<file path="config.mk">
export PLATFORM = sky130hd
export DESIGN_NAME = wdr_top
export DESIGN_NICKNAME = d
export VERILOG_FILES = /design/src/wdr_pkg.sv /design/src/wdr_top.sv /design/src/wdr_wd_timer.sv
export SDC_FILE = /design/constraint.sdc
export NUM_CORES = 1
export LEC_CHECK = 0
export ABC_CLOCK_PERIOD_IN_PS = 5600
export BUFFER_PORTS_ARGS = -buffer_cell sky130_fd_sc_hd__buf_2
export CAP_MARGIN = 20
export CORE_MARGIN = 3
export CORE_UTILIZATION = 57
export DETAILED_ROUTE_END_ITERATION = 8
export PLACE_DENSITY = 0.9
export SYNTH_ARGS = -nofsm -noshare
export SYNTH_HDL_FRONTEND = slang
export SYNTH_HIERARCHICAL = 1
export SYNTH_SLANG_ARGS = --single-unit
</file>
<file path="constraint.sdc">
create_clock -name clk_sys_in -period 5.6 [get_ports clk_sys_in]
set_clock_uncertainty 0.2 [all_clocks]
set_input_delay 1.12 -clock clk_sys_in [delete_from_list [all_inputs] [get_ports clk_sys_in]]
set_output_delay 1.12 -clock clk_sys_in [all_outputs]
set_load 0.1 [all_outputs]
</file>
<file path="src/wdr_pkg.sv">
// Shared constants and types of the watchdog and reset-cause block.
package wdr_pkg;

  // ****************************************************************
  // Register map (AXI4-Lite byte addresses)
  // ****************************************************************
  localparam int         AXI_ADDR_W      = 4;
  localparam logic [3:0] OFF_RESET_CAUSE = 4'h0;
  localparam logic [3:0] OFF_WD_CONTROL  = 4'h4;
  localparam logic [1:0] RESP_OKAY       = 2'h0;
  localparam logic [1:0] RESP_SLVERR     = 2'h2;

  // ****************************************************************
  // Field positions and values after reset
  // ****************************************************************
  localparam int         WDC_CE_BIT      = 4;
  localparam int         WDC_EN_BIT      = 3;
  localparam int         WDC_PER_MSB     = 2;
  localparam int         WDC_PER_LSB     = 0;
  localparam logic [2:0] WDC_PER_RESET   = 3'h0;
  localparam int         RCF_POWERON     = 0;
  localparam int         RCF_PIN         = 1;
  localparam int         RCF_BROWNOUT    = 2;
  localparam int         RCF_WD          = 3;
  localparam int         RCF_SCAN        = 4;
  localparam int         RCF_W           = 5;
  localparam logic [4:0] RCF_RESET_VAL   = 5'h00;
  localparam logic [4:0] RCF_AFTER_POR   = 5'h01;
  localparam logic [1:0] BRN_DISABLED    = 2'h3;

  // ****************************************************************
  // Timing
  // ****************************************************************
  localparam int         SYS_PERIOD_NS    = 50;
  localparam int         WD_OSC_HZ        = 1000000;
  localparam logic [2:0] WD_CE_CYCLES     = 3'h4;
  localparam int         RST_MIN_WIDTH_NS = 800;
  localparam int         RST_MIN_CYCLES   = (RST_MIN_WIDTH_NS + SYS_PERIOD_NS - 1) / SYS_PERIOD_NS;
  localparam logic [4:0] RST_FILT_MAX     = 5'(RST_MIN_CYCLES);
  localparam int         WD_BASE_CYCLES   = 16384;
  localparam int         STARTUP_CYCLES   = 1024;
  localparam int         WD_CNT_W         = 22;
  localparam int         STARTUP_CNT_W    = 16;

  typedef enum logic [1:0] {
    RS_RUN   = 2'b00,
    RS_HOLD  = 2'b01,
    RS_DELAY = 2'b10
  } wdr_rst_state_e;

endpackage : wdr_pkg

</file>
<file path="src/wdr_top.sv">
// Watchdog with timed configuration sequence and reset-cause flags, AXI4-Lite.
`timescale 1ns/1ps
// Behaviour
// (RQ1) Watchdog counts cycles of its own 1 MHz oscillator, not the system clock.
// (RQ2) Watchdog counter returns to zero on restart, disable or chip reset.
// (RQ3) Watchdog expiry while enabled gives a one-system-cycle reset pulse.
// (RQ4) Start-up delay starts when the watchdog reset pulse falls.
// (RQ5) Fuse picks level 1 (starts disabled) or level 2 (always enabled).
// (RQ6) Change-enable bit clears itself four system cycles after being written one.
// (RQ7) Enable written one sets; written zero clears only while change-enable is one.
// (RQ8) Software disables by writing both bits one, then enable zero within four cycles.
// (RQ9) Period bits change only while change-enable is set.
// (RQ10) At level 2 every attempt to disable the watchdog is ignored.
// (RQ11) Period code 000 gives 16K oscillator cycles, each step doubles, 111 gives 2048K.
// (RQ12) Control bits 7 to 5 always read zero.
// (RQ13) Scan reset flag set by scan reset, cleared by power-on or writing zero.
// (RQ14) Watchdog flag set by watchdog reset, cleared by power-on or writing zero.
// (RQ15) Brown-out flag set by brown-out reset, cleared by power-on or writing zero.
// (RQ16) Pin flag set by pin reset, cleared by power-on or writing zero.
// (RQ17) Power-on flag cleared only by software writing zero.
// (RQ18) Pin low beyond minimum width resets; start-up delay runs after release.
// (RQ19) Enabled brown-out detector resets at once; start-up delay runs on recovery.
// (RQ20) Software should read then clear the reset-cause flags early after start-up.
// (RQ21) At level 1 software writes enable and period with change-enable clear within four cycles.
// (RQ22) At level 2 the enable bit always reads one.
// (RQ23) Oscillator events cross into the system domain through synchronising flip-flops.
module wdr_top
  import wdr_pkg::*;
#(
  parameter int WD_BASE_CYCLES_P = WD_BASE_CYCLES,
  parameter int STARTUP_CYCLES_P = STARTUP_CYCLES
)
(
  input  wire logic                  clk_sys_in,
  input  wire logic                  resetn_in,
  input  wire logic [AXI_ADDR_W-1:0] s_axi_awaddr_in,
  input  wire logic                  s_axi_awvalid_in,
  output logic                       s_axi_awready_out,
  input  wire logic [31:0]           s_axi_wdata_in,
  input  wire logic [3:0]            s_axi_wstrb_in,
  input  wire logic                  s_axi_wvalid_in,
  output logic                       s_axi_wready_out,
  output logic [1:0]                 s_axi_bresp_out,
  output logic                       s_axi_bvalid_out,
  input  wire logic                  s_axi_bready_in,
  input  wire logic [AXI_ADDR_W-1:0] s_axi_araddr_in,
  input  wire logic                  s_axi_arvalid_in,
  output logic                       s_axi_arready_out,
  output logic [31:0]                s_axi_rdata_out,
  output logic [1:0]                 s_axi_rresp_out,
  output logic                       s_axi_rvalid_out,
  input  wire logic                  s_axi_rready_in,
  input  wire logic                  wd_osc_in,
  input  wire logic                  wd_always_on_fuse_in,
  input  wire logic                  wd_restart_in,
  input  wire logic [1:0]            brownout_level_fuse_in,
  input  wire logic                  brownout_det_in,
  input  wire logic                  poweron_in,
  input  wire logic                  reset_pin_n_in,
  input  wire logic                  scan_reset_in,
  output logic                       chip_reset_out,
  output logic                       wd_reset_pulse_out,
  output logic                       wd_active_out
);

  logic                     wr_fire;
  logic                     wr_ctrl;
  logic                     wr_flags;
  logic                     wr_mapped;
  logic                     rd_fire;
  logic                     rd_mapped;
  logic [7:0]               rd_byte;
  logic                     level2;
  logic                     ce_reg;
  logic [2:0]               ce_cnt_reg;
  logic                     en_reg;
  logic [2:0]               period_reg;
  logic [7:0]               ctrl_view;
  logic [RCF_W-1:0]         flag_set;
  logic [RCF_W-1:0]         flag_vec;
  logic [4:0]               pin_low_cnt_reg;
  logic                     pin_qual;
  logic                     brn_trip;
  logic                     wd_pulse;
  logic                     wd_clear;
  logic                     reset_src;
  wdr_rst_state_e           state_reg;
  logic [STARTUP_CNT_W-1:0] startup_cnt_reg;

  // ****************************************************************
  // AXI4-Lite slave
  // ****************************************************************
  // Address and data are taken together in one cycle; a held response
  // blocks the next write, so only one write is ever outstanding.
  assign s_axi_awready_out = s_axi_awvalid_in & s_axi_wvalid_in & ~s_axi_bvalid_out;
  assign s_axi_wready_out  = s_axi_awready_out;
  assign wr_fire           = s_axi_awready_out;
  assign wr_ctrl  = wr_fire && (s_axi_awaddr_in == OFF_WD_CONTROL) && s_axi_wstrb_in[0];
  assign wr_flags = wr_fire && (s_axi_awaddr_in == OFF_RESET_CAUSE) && s_axi_wstrb_in[0];
  assign wr_mapped = (s_axi_awaddr_in == OFF_WD_CONTROL) ||
                     (s_axi_awaddr_in == OFF_RESET_CAUSE);

  always_ff @(posedge clk_sys_in)
  begin
    if (!resetn_in)
    begin
      s_axi_bvalid_out <= 1'b0;
      s_axi_bresp_out  <= RESP_OKAY;
    end
    else if (wr_fire)
    begin
      s_axi_bvalid_out <= 1'b1;
      s_axi_bresp_out  <= wr_mapped ? RESP_OKAY : RESP_SLVERR;
    end
    else if (s_axi_bready_in)
    begin
      s_axi_bvalid_out <= 1'b0;
    end
  end

  assign s_axi_arready_out = ~s_axi_rvalid_out;
  assign rd_fire           = s_axi_arvalid_in & s_axi_arready_out;
  assign rd_mapped = (s_axi_araddr_in == OFF_WD_CONTROL) ||
                     (s_axi_araddr_in == OFF_RESET_CAUSE);
  assign ctrl_view = {3'h0, ce_reg, wd_active_out, period_reg}; // RQ12 RQ22

  always_comb
  begin
    rd_byte = 8'h00;
    if (s_axi_araddr_in == OFF_WD_CONTROL)
    begin
      rd_byte = ctrl_view;
    end
    else if (s_axi_araddr_in == OFF_RESET_CAUSE)
    begin
      rd_byte = {3'h0, flag_vec};
    end
  end

  always_ff @(posedge clk_sys_in)
  begin
    if (!resetn_in)
    begin
      s_axi_rvalid_out <= 1'b0;
      s_axi_rdata_out  <= 32'h0000_0000;
      s_axi_rresp_out  <= RESP_OKAY;
    end
    else if (rd_fire)
    begin
      s_axi_rvalid_out <= 1'b1;
      s_axi_rdata_out  <= {24'h00_0000, rd_byte};
      s_axi_rresp_out  <= rd_mapped ? RESP_OKAY : RESP_SLVERR;
    end
    else if (s_axi_rready_in)
    begin
      s_axi_rvalid_out <= 1'b0;
    end
  end

  // ****************************************************************
  // Watchdog control register
  // ****************************************************************
  assign level2 = wd_always_on_fuse_in; // RQ5

  // The window opens on any write of a one and closes by itself; software
  // that misses it must start the sequence again.
  always_ff @(posedge clk_sys_in)
  begin
    if (!resetn_in || chip_reset_out)
    begin
      ce_reg     <= 1'b0;
      ce_cnt_reg <= 3'h0;
    end
    else if (wr_ctrl)
    begin
      ce_reg     <= s_axi_wdata_in[WDC_CE_BIT]; // RQ6 RQ8
      ce_cnt_reg <= WD_CE_CYCLES - 3'h1;
    end
    else if (ce_reg)
    begin
      if (ce_cnt_reg == 3'h0)
      begin
        ce_reg <= 1'b0; // RQ6
      end
      else
      begin
        ce_cnt_reg <= ce_cnt_reg - 3'h1;
      end
    end
  end

  // The clear tests the window as it stood before this write.
  always_ff @(posedge clk_sys_in)
  begin
    if (!resetn_in || chip_reset_out)
    begin
      en_reg <= 1'b0; // RQ5
    end
    else if (wr_ctrl)
    begin
      if (s_axi_wdata_in[WDC_EN_BIT])
      begin
        en_reg <= 1'b1; // RQ7
      end
      else if (ce_reg && !level2)
      begin
        en_reg <= 1'b0; // RQ7 RQ10
      end
    end
  end

  always_ff @(posedge clk_sys_in)
  begin
    if (!resetn_in || chip_reset_out)
    begin
      period_reg <= WDC_PER_RESET;
    end
    else if (wr_ctrl && ce_reg)
    begin
      period_reg <= s_axi_wdata_in[WDC_PER_MSB:WDC_PER_LSB]; // RQ9
    end
  end

  assign wd_active_out = en_reg | level2; // RQ5 RQ10 RQ22

  // ****************************************************************
  // Watchdog timer
  // ****************************************************************
  assign wd_clear = wd_restart_in | ~wd_active_out | chip_reset_out; // RQ2

  wdr_wd_timer #(
    .BASE_CYCLES (WD_BASE_CYCLES_P)
  ) u_timer (
    .clk_sys_in (clk_sys_in),
    .resetn_in  (resetn_in),
    .wd_osc_in  (wd_osc_in),
    .clear_in   (wd_clear),
    .enable_in  (wd_active_out),
    .period_in  (period_reg),
    .expire_out (wd_pulse)
  );

  assign wd_reset_pulse_out = wd_pulse; // RQ3

  // ****************************************************************
  // Reset sources and start-up delay
  // ****************************************************************
  // Shorter pin pulses are filtered out; this is synchronous logic, so a pin
  // reset needs the system clock running to be seen.
  always_ff @(posedge clk_sys_in)
  begin
    if (!resetn_in || reset_pin_n_in)
    begin
      pin_low_cnt_reg <= 5'h00;
    end
    else if (pin_low_cnt_reg != RST_FILT_MAX)
    begin
      pin_low_cnt_reg <= pin_low_cnt_reg + 5'h01;
    end
  end

  assign pin_qual  = (pin_low_cnt_reg == RST_FILT_MAX) & ~reset_pin_n_in; // RQ18
  assign brn_trip  = (brownout_level_fuse_in != BRN_DISABLED) & brownout_det_in; // RQ19
  assign reset_src = poweron_in | pin_qual | brn_trip | scan_reset_in | wd_pulse;

  always_ff @(posedge clk_sys_in)
  begin
    if (!resetn_in)
    begin
      state_reg       <= RS_HOLD;
      startup_cnt_reg <= '0;
    end
    else
    begin
      unique case (state_reg)
        RS_RUN:
        begin
          if (reset_src)
          begin
            state_reg <= RS_HOLD;
          end
        end
        RS_HOLD:
        begin
          if (!reset_src)
          begin
            state_reg       <= RS_DELAY; // RQ4 RQ18 RQ19
            startup_cnt_reg <= STARTUP_CNT_W'(STARTUP_CYCLES_P - 1);
          end
        end
        RS_DELAY:
        begin
          if (reset_src)
          begin
            state_reg <= RS_HOLD;
          end
          else if (startup_cnt_reg == '0)
          begin
            state_reg <= RS_RUN;
          end
          else
          begin
            startup_cnt_reg <= startup_cnt_reg - STARTUP_CNT_W'(1);
          end
        end
        default:
        begin
          state_reg <= RS_HOLD;
        end
      endcase
    end
  end

  assign chip_reset_out = (state_reg != RS_RUN);

  // ****************************************************************
  // Reset-cause flags
  // ****************************************************************
  assign flag_set = {scan_reset_in, wd_pulse, brn_trip, pin_qual, poweron_in};

  // A cause that arrives with a software clear wins; power-on wipes the rest.
  for (genvar i = 0; i < RCF_W; i++)
  begin : g_flag
    logic bit_reg;

    always_ff @(posedge clk_sys_in)
    begin
      if (!resetn_in)
      begin
        bit_reg <= RCF_RESET_VAL[i];
      end
      else if (poweron_in)
      begin
        bit_reg <= RCF_AFTER_POR[i]; // RQ13 RQ14 RQ15 RQ16 RQ17
      end
      else if (flag_set[i])
      begin
        bit_reg <= 1'b1; // RQ13 RQ14 RQ15 RQ16
      end
      else if (wr_flags && !s_axi_wdata_in[i])
      begin
        bit_reg <= 1'b0; // RQ17
      end
    end

    assign flag_vec[i] = bit_reg;
  end
endmodule : wdr_top

</file>
<file path="src/wdr_wd_timer.sv">
// Watchdog time-out counter driven by the sampled watchdog oscillator.
`timescale 1ns/1ps
module wdr_wd_timer
  import wdr_pkg::*;
#(
  parameter int BASE_CYCLES = WD_BASE_CYCLES
)
(
  input  wire logic       clk_sys_in,
  input  wire logic       resetn_in,
  input  wire logic       wd_osc_in,
  input  wire logic       clear_in,
  input  wire logic       enable_in,
  input  wire logic [2:0] period_in,
  output logic            expire_out
);

  logic                osc_meta_reg;
  logic                osc_sync_reg;
  logic                osc_prev_reg;
  logic                osc_tick;
  logic [WD_CNT_W-1:0] limit;
  logic [WD_CNT_W-1:0] count_reg;
  logic                at_limit;

  // ****************************************************************
  // Oscillator edge detection
  // ****************************************************************
  // The oscillator is free running and unrelated to the system clock, so its
  // level passes two flip-flops before the edge detector looks at it.
  always_ff @(posedge clk_sys_in)
  begin
    if (!resetn_in)
    begin
      osc_meta_reg <= 1'b0;
      osc_sync_reg <= 1'b0;
      osc_prev_reg <= 1'b0;
    end
    else
    begin
      osc_meta_reg <= wd_osc_in; // RQ23
      osc_sync_reg <= osc_meta_reg;
      osc_prev_reg <= osc_sync_reg;
    end
  end

  assign osc_tick = osc_sync_reg & ~osc_prev_reg; // RQ1

  // ****************************************************************
  // Time-out counter
  // ****************************************************************
  assign limit    = WD_CNT_W'(BASE_CYCLES) << period_in; // RQ11
  // A period shortened below the running count still expires on the next tick.
  assign at_limit = (count_reg >= (limit - WD_CNT_W'(1)));

  always_ff @(posedge clk_sys_in)
  begin
    if (!resetn_in || clear_in)
    begin
      count_reg <= '0; // RQ2
    end
    else if (enable_in && osc_tick)
    begin
      count_reg <= at_limit ? '0 : count_reg + WD_CNT_W'(1); // RQ1
    end
  end

  // The expiry is formed in the system domain, so it is exactly one cycle.
  always_ff @(posedge clk_sys_in)
  begin
    if (!resetn_in)
    begin
      expire_out <= 1'b0;
    end
    else
    begin
      expire_out <= enable_in && osc_tick && at_limit && !clear_in; // RQ3 RQ23
    end
  end
endmodule : wdr_wd_timer
</file>
==> results.sh <==
export IMPL_tightest_slew_ns=0.7012
export IMPL_drt_antenna_violating_nets=0
export IMPL_seqPwrFrac_pct=44.3
export IMPL_layout_drive_gt1_share_pct=16.04
export IMPL_dr_pass1_iters=6
export IMPL_ys_seq_elements=71
export IMPL_cp_arrival_ns=1.91
export IMPL_slew_headroom_pct=53.19
export IMPL_num_rows=29
export IMPL_power_switching_w=0.0003909
export IMPL_syn_to_final_growth_pct=8.423
export IMPL_multi_input_area_sq_mm=0.002232
export IMPL_clkPwrFrac_pct=38.2
export IMPL_internal_power_w=0.0008039
export IMPL_holdCritPathClass="reg -> reg"
export IMPL_reg2reg_depth=5
export IMPL_fmax_mhz=309.8
export IMPL_synth_edf_count=0
export IMPL_wl_met2_microns=4637
export IMPL_synth_largest_area_cell="dfxtp_1"
export IMPL_ff2ff_setup_slack_ns=3.16
export IMPL_wirelength_microns=8850
export IMPL_power_per_cell_area_mw_per_mm2=279.9
export IMPL_cts_root_buf="clkbuf_8"
export IMPL_grt_pass1_vias=3190
export IMPL_cts_hold_buf=0
export IMPL_rsz0062_at_grt="false"
export IMPL_reg2reg_to="startup_cnt_reg[7]"
export IMPL_crit_required_ns=4.28
export IMPL_pre_cts_slack_ns=2.377
export IMPL_total_leakage_power_nw=1.705
export IMPL_maxCapViolCount=0
export IMPL_fin_crit_sh_pct=57.64
export IMPL_pwr_share_comb_pct=17.6
export IMPL_synth_most_common_cell="dfxtp_1"
export IMPL_die_w_microns=89.10
export IMPL_vias=3330
export IMPL_timing_rr_start="state_reg[1]"
export IMPL_post_cts_buffers=0
export IMPL_final_setup_viol_count=0
export IMPL_final_max_slew_viol_count=0
export IMPL_cp_max_fo=4
export IMPL_dp_hpwl_microns=6348
export IMPL_startpoint_type="primary input"
export IMPL_nFillCells=502
export IMPL_die_area_sq_mm=0.007939
export IMPL_drt_iter0_drc=183
export IMPL_start_util_pct=60.27
export IMPL_hold_violations=0
export IMPL_drcViolationCount=0
export IMPL_grt_antenna_before_repair=0
export IMPL_highest_layer="met4"
export IMPL_n_antenna_cell=0
export IMPL_clk_pin_slew_worst_paths_ns=0.07
export IMPL_final_seq_area_sq_mm=0.001421
export IMPL_coreArea_sq_mm=0.006531
export IMPL_netlist_instances=463
export IMPL_die_h_microns=89.10
export IMPL_swShare_pct=32.72
export IMPL_wire_per_inst_microns=15.21
export IMPL_critPathLaunch="wd_always_on_fuse_in"
export IMPL_tritoncts="done"
export IMPL_critPathKind="in -> out"
export IMPL_nets=575
export IMPL_syn_area_sq_mm=0.003936
export IMPL_pin_count=104
export IMPL_final_setup_tns_ns=0
export IMPL_ys_seq_area_share_pct=36.11
export IMPL_yosys_warnings=6
export IMPL_crit_end="wd_active_out"
export IMPL_track_usage_pct=23.93
export IMPL_grt_pass1_wl_microns=14880
export IMPL_vias_per_cell=5.722
export IMPL_synth_commonest_cells="dfxtp_1 (71), nor2_1 (49), nand2_1 (43), a21oi_1 (35), buf_4 (30)"
export IMPL_fin_crit_ns=3.228
export IMPL_synth_top_area_share_pct=36.11
export IMPL_crit_path_end_kind="output pin"
export IMPL_grt_max_degree=24
export IMPL_ir_worst_vdd_mv=0.1952
export IMPL_ctsResizeCount=0
export IMPL_async_reset_ff_share_pct=0
export IMPL_wl_met3_microns=514
export IMPL_clk_path_buf_depth=2
export IMPL_met1Wirelength_microns=3539
export IMPL_grt_overflow=0
export IMPL_cts_sinks=71
export IMPL_numPortBuffers=44
export IMPL_syn_area_per_cell_sq_um=8.502
export IMPL_synth_cell_types=65
export IMPL_netlist_top_cells_area="dfxtp_1 (36%), buf_4 (5.7%), ha_1 (4.8%)"
export IMPL_cts_buffers=9
export IMPL_largest_reg_flops=22
export IMPL_outcome="complete, no violations"
export IMPL_synth_flop_cell="dfxtp_1"
export IMPL_htreeDepth=3
export IMPL_clk_latency_ns=0.36
export IMPL_place_gp_congestion=0.8779
export IMPL_fin_ws_ns=2.372
==> logic make-up after synthesis <==
| family | synth area share (%) |
|---|---|
| flops | 36.11 |
| xor+xnor | 6.008 |
| fa+ha+maj | 4.768 |
| mux | 1.812 |
| buf+inv | 9.854 |
| compound gates | 14.78 |
| simple gates | 26.48 |
| other cells | 0.1908 |
==> how the worst min path moves through the flow <==
stage	from	to	slack, ns	cells after the start
6_report	u_timer/osc_meta_reg	u_timer/osc_sync_reg	0.23	1
5_1_grt	u_timer/osc_meta_reg	u_timer/osc_sync_reg	0.26	1
4_1_cts	u_timer/osc_meta_reg	u_timer/osc_sync_reg	0.23	1
3_5_place_dp	u_timer/osc_meta_reg	u_timer/osc_sync_reg	0.22	1
3_3_place_gp	u_timer/osc_meta_reg	u_timer/osc_sync_reg	0.22	1
2_1_floorplan	u_timer/osc_meta_reg	u_timer/osc_sync_reg	0.21	1
==> layer usage <==
layer | GRT usage (%) | up-vias
met5 | 0 | -
met4 | 9.066 | 0
met3 | 6.083 | 14
met2 | 40.86 | 120
met1 | 28.89 | 1555
li1 | - | 1641
==> layout by cell type, fill, tap and decap left out, types with 14 or more instances in the layout <==
cell type / n
nand2_1: 43
nor2_1: 49
a21oi_1: 35
o21ai_0: 15
inv_1: 21
xor2_1: 18
buf_2: 44
ha_1: 15
nand3_1: 21
conb_1: 30
dfxtp_1: 71
nor3_1: 14
==> power by group through the flow <==
stage                     logic [W]  registers, W  clock network [W]
final                      0.000210      0.000529           0.000456
after global routing       0.000223      0.000531           0.000483
after CTS                  0.000208      0.000529           0.000462
after detailed placement   0.000207      0.000540                  0
after global placement     0.000205      0.000539                  0
after floorplan            0.000182      0.000552                  0
==> critical path, stage by stage <==
cell	delay (ns)
buf_2	0.11
nor2_1	0.19
inv_1	0.16
buf_2	0.33
==> per-stage QoR <==
step,cell area (sq um),total power (W),utilization [%],cells,hold slack [ns]
floorplan,4041,0.0007335,-,491,0.2118
CTS,4268,0.001199,65.34,582,0.2319
finish,4268,0.001195,65.34,582,0.2341
detailed placement,4049,0.0007473,61.99,566,0.2210
global placement,4049,0.0007435,61.99,566,0.2185
global route,4268,0.001236,65.34,582,0.2614
==> final cells by class <==
| cell class | instances | area share [%] |
|---|---|---|
| clock buffer | 9 | 2.902 |
| clock inverter | 7 | 2.228 |
| inverter | 21 | 1.847 |
| multi-input combinational | 353 | 52.30 |
| sequential | 71 | 33.30 |
| tap | 77 | 2.257 |
| timing repair buffer | 44 | 5.160 |
No activity file was read; power rests on OpenSTA's default activity.
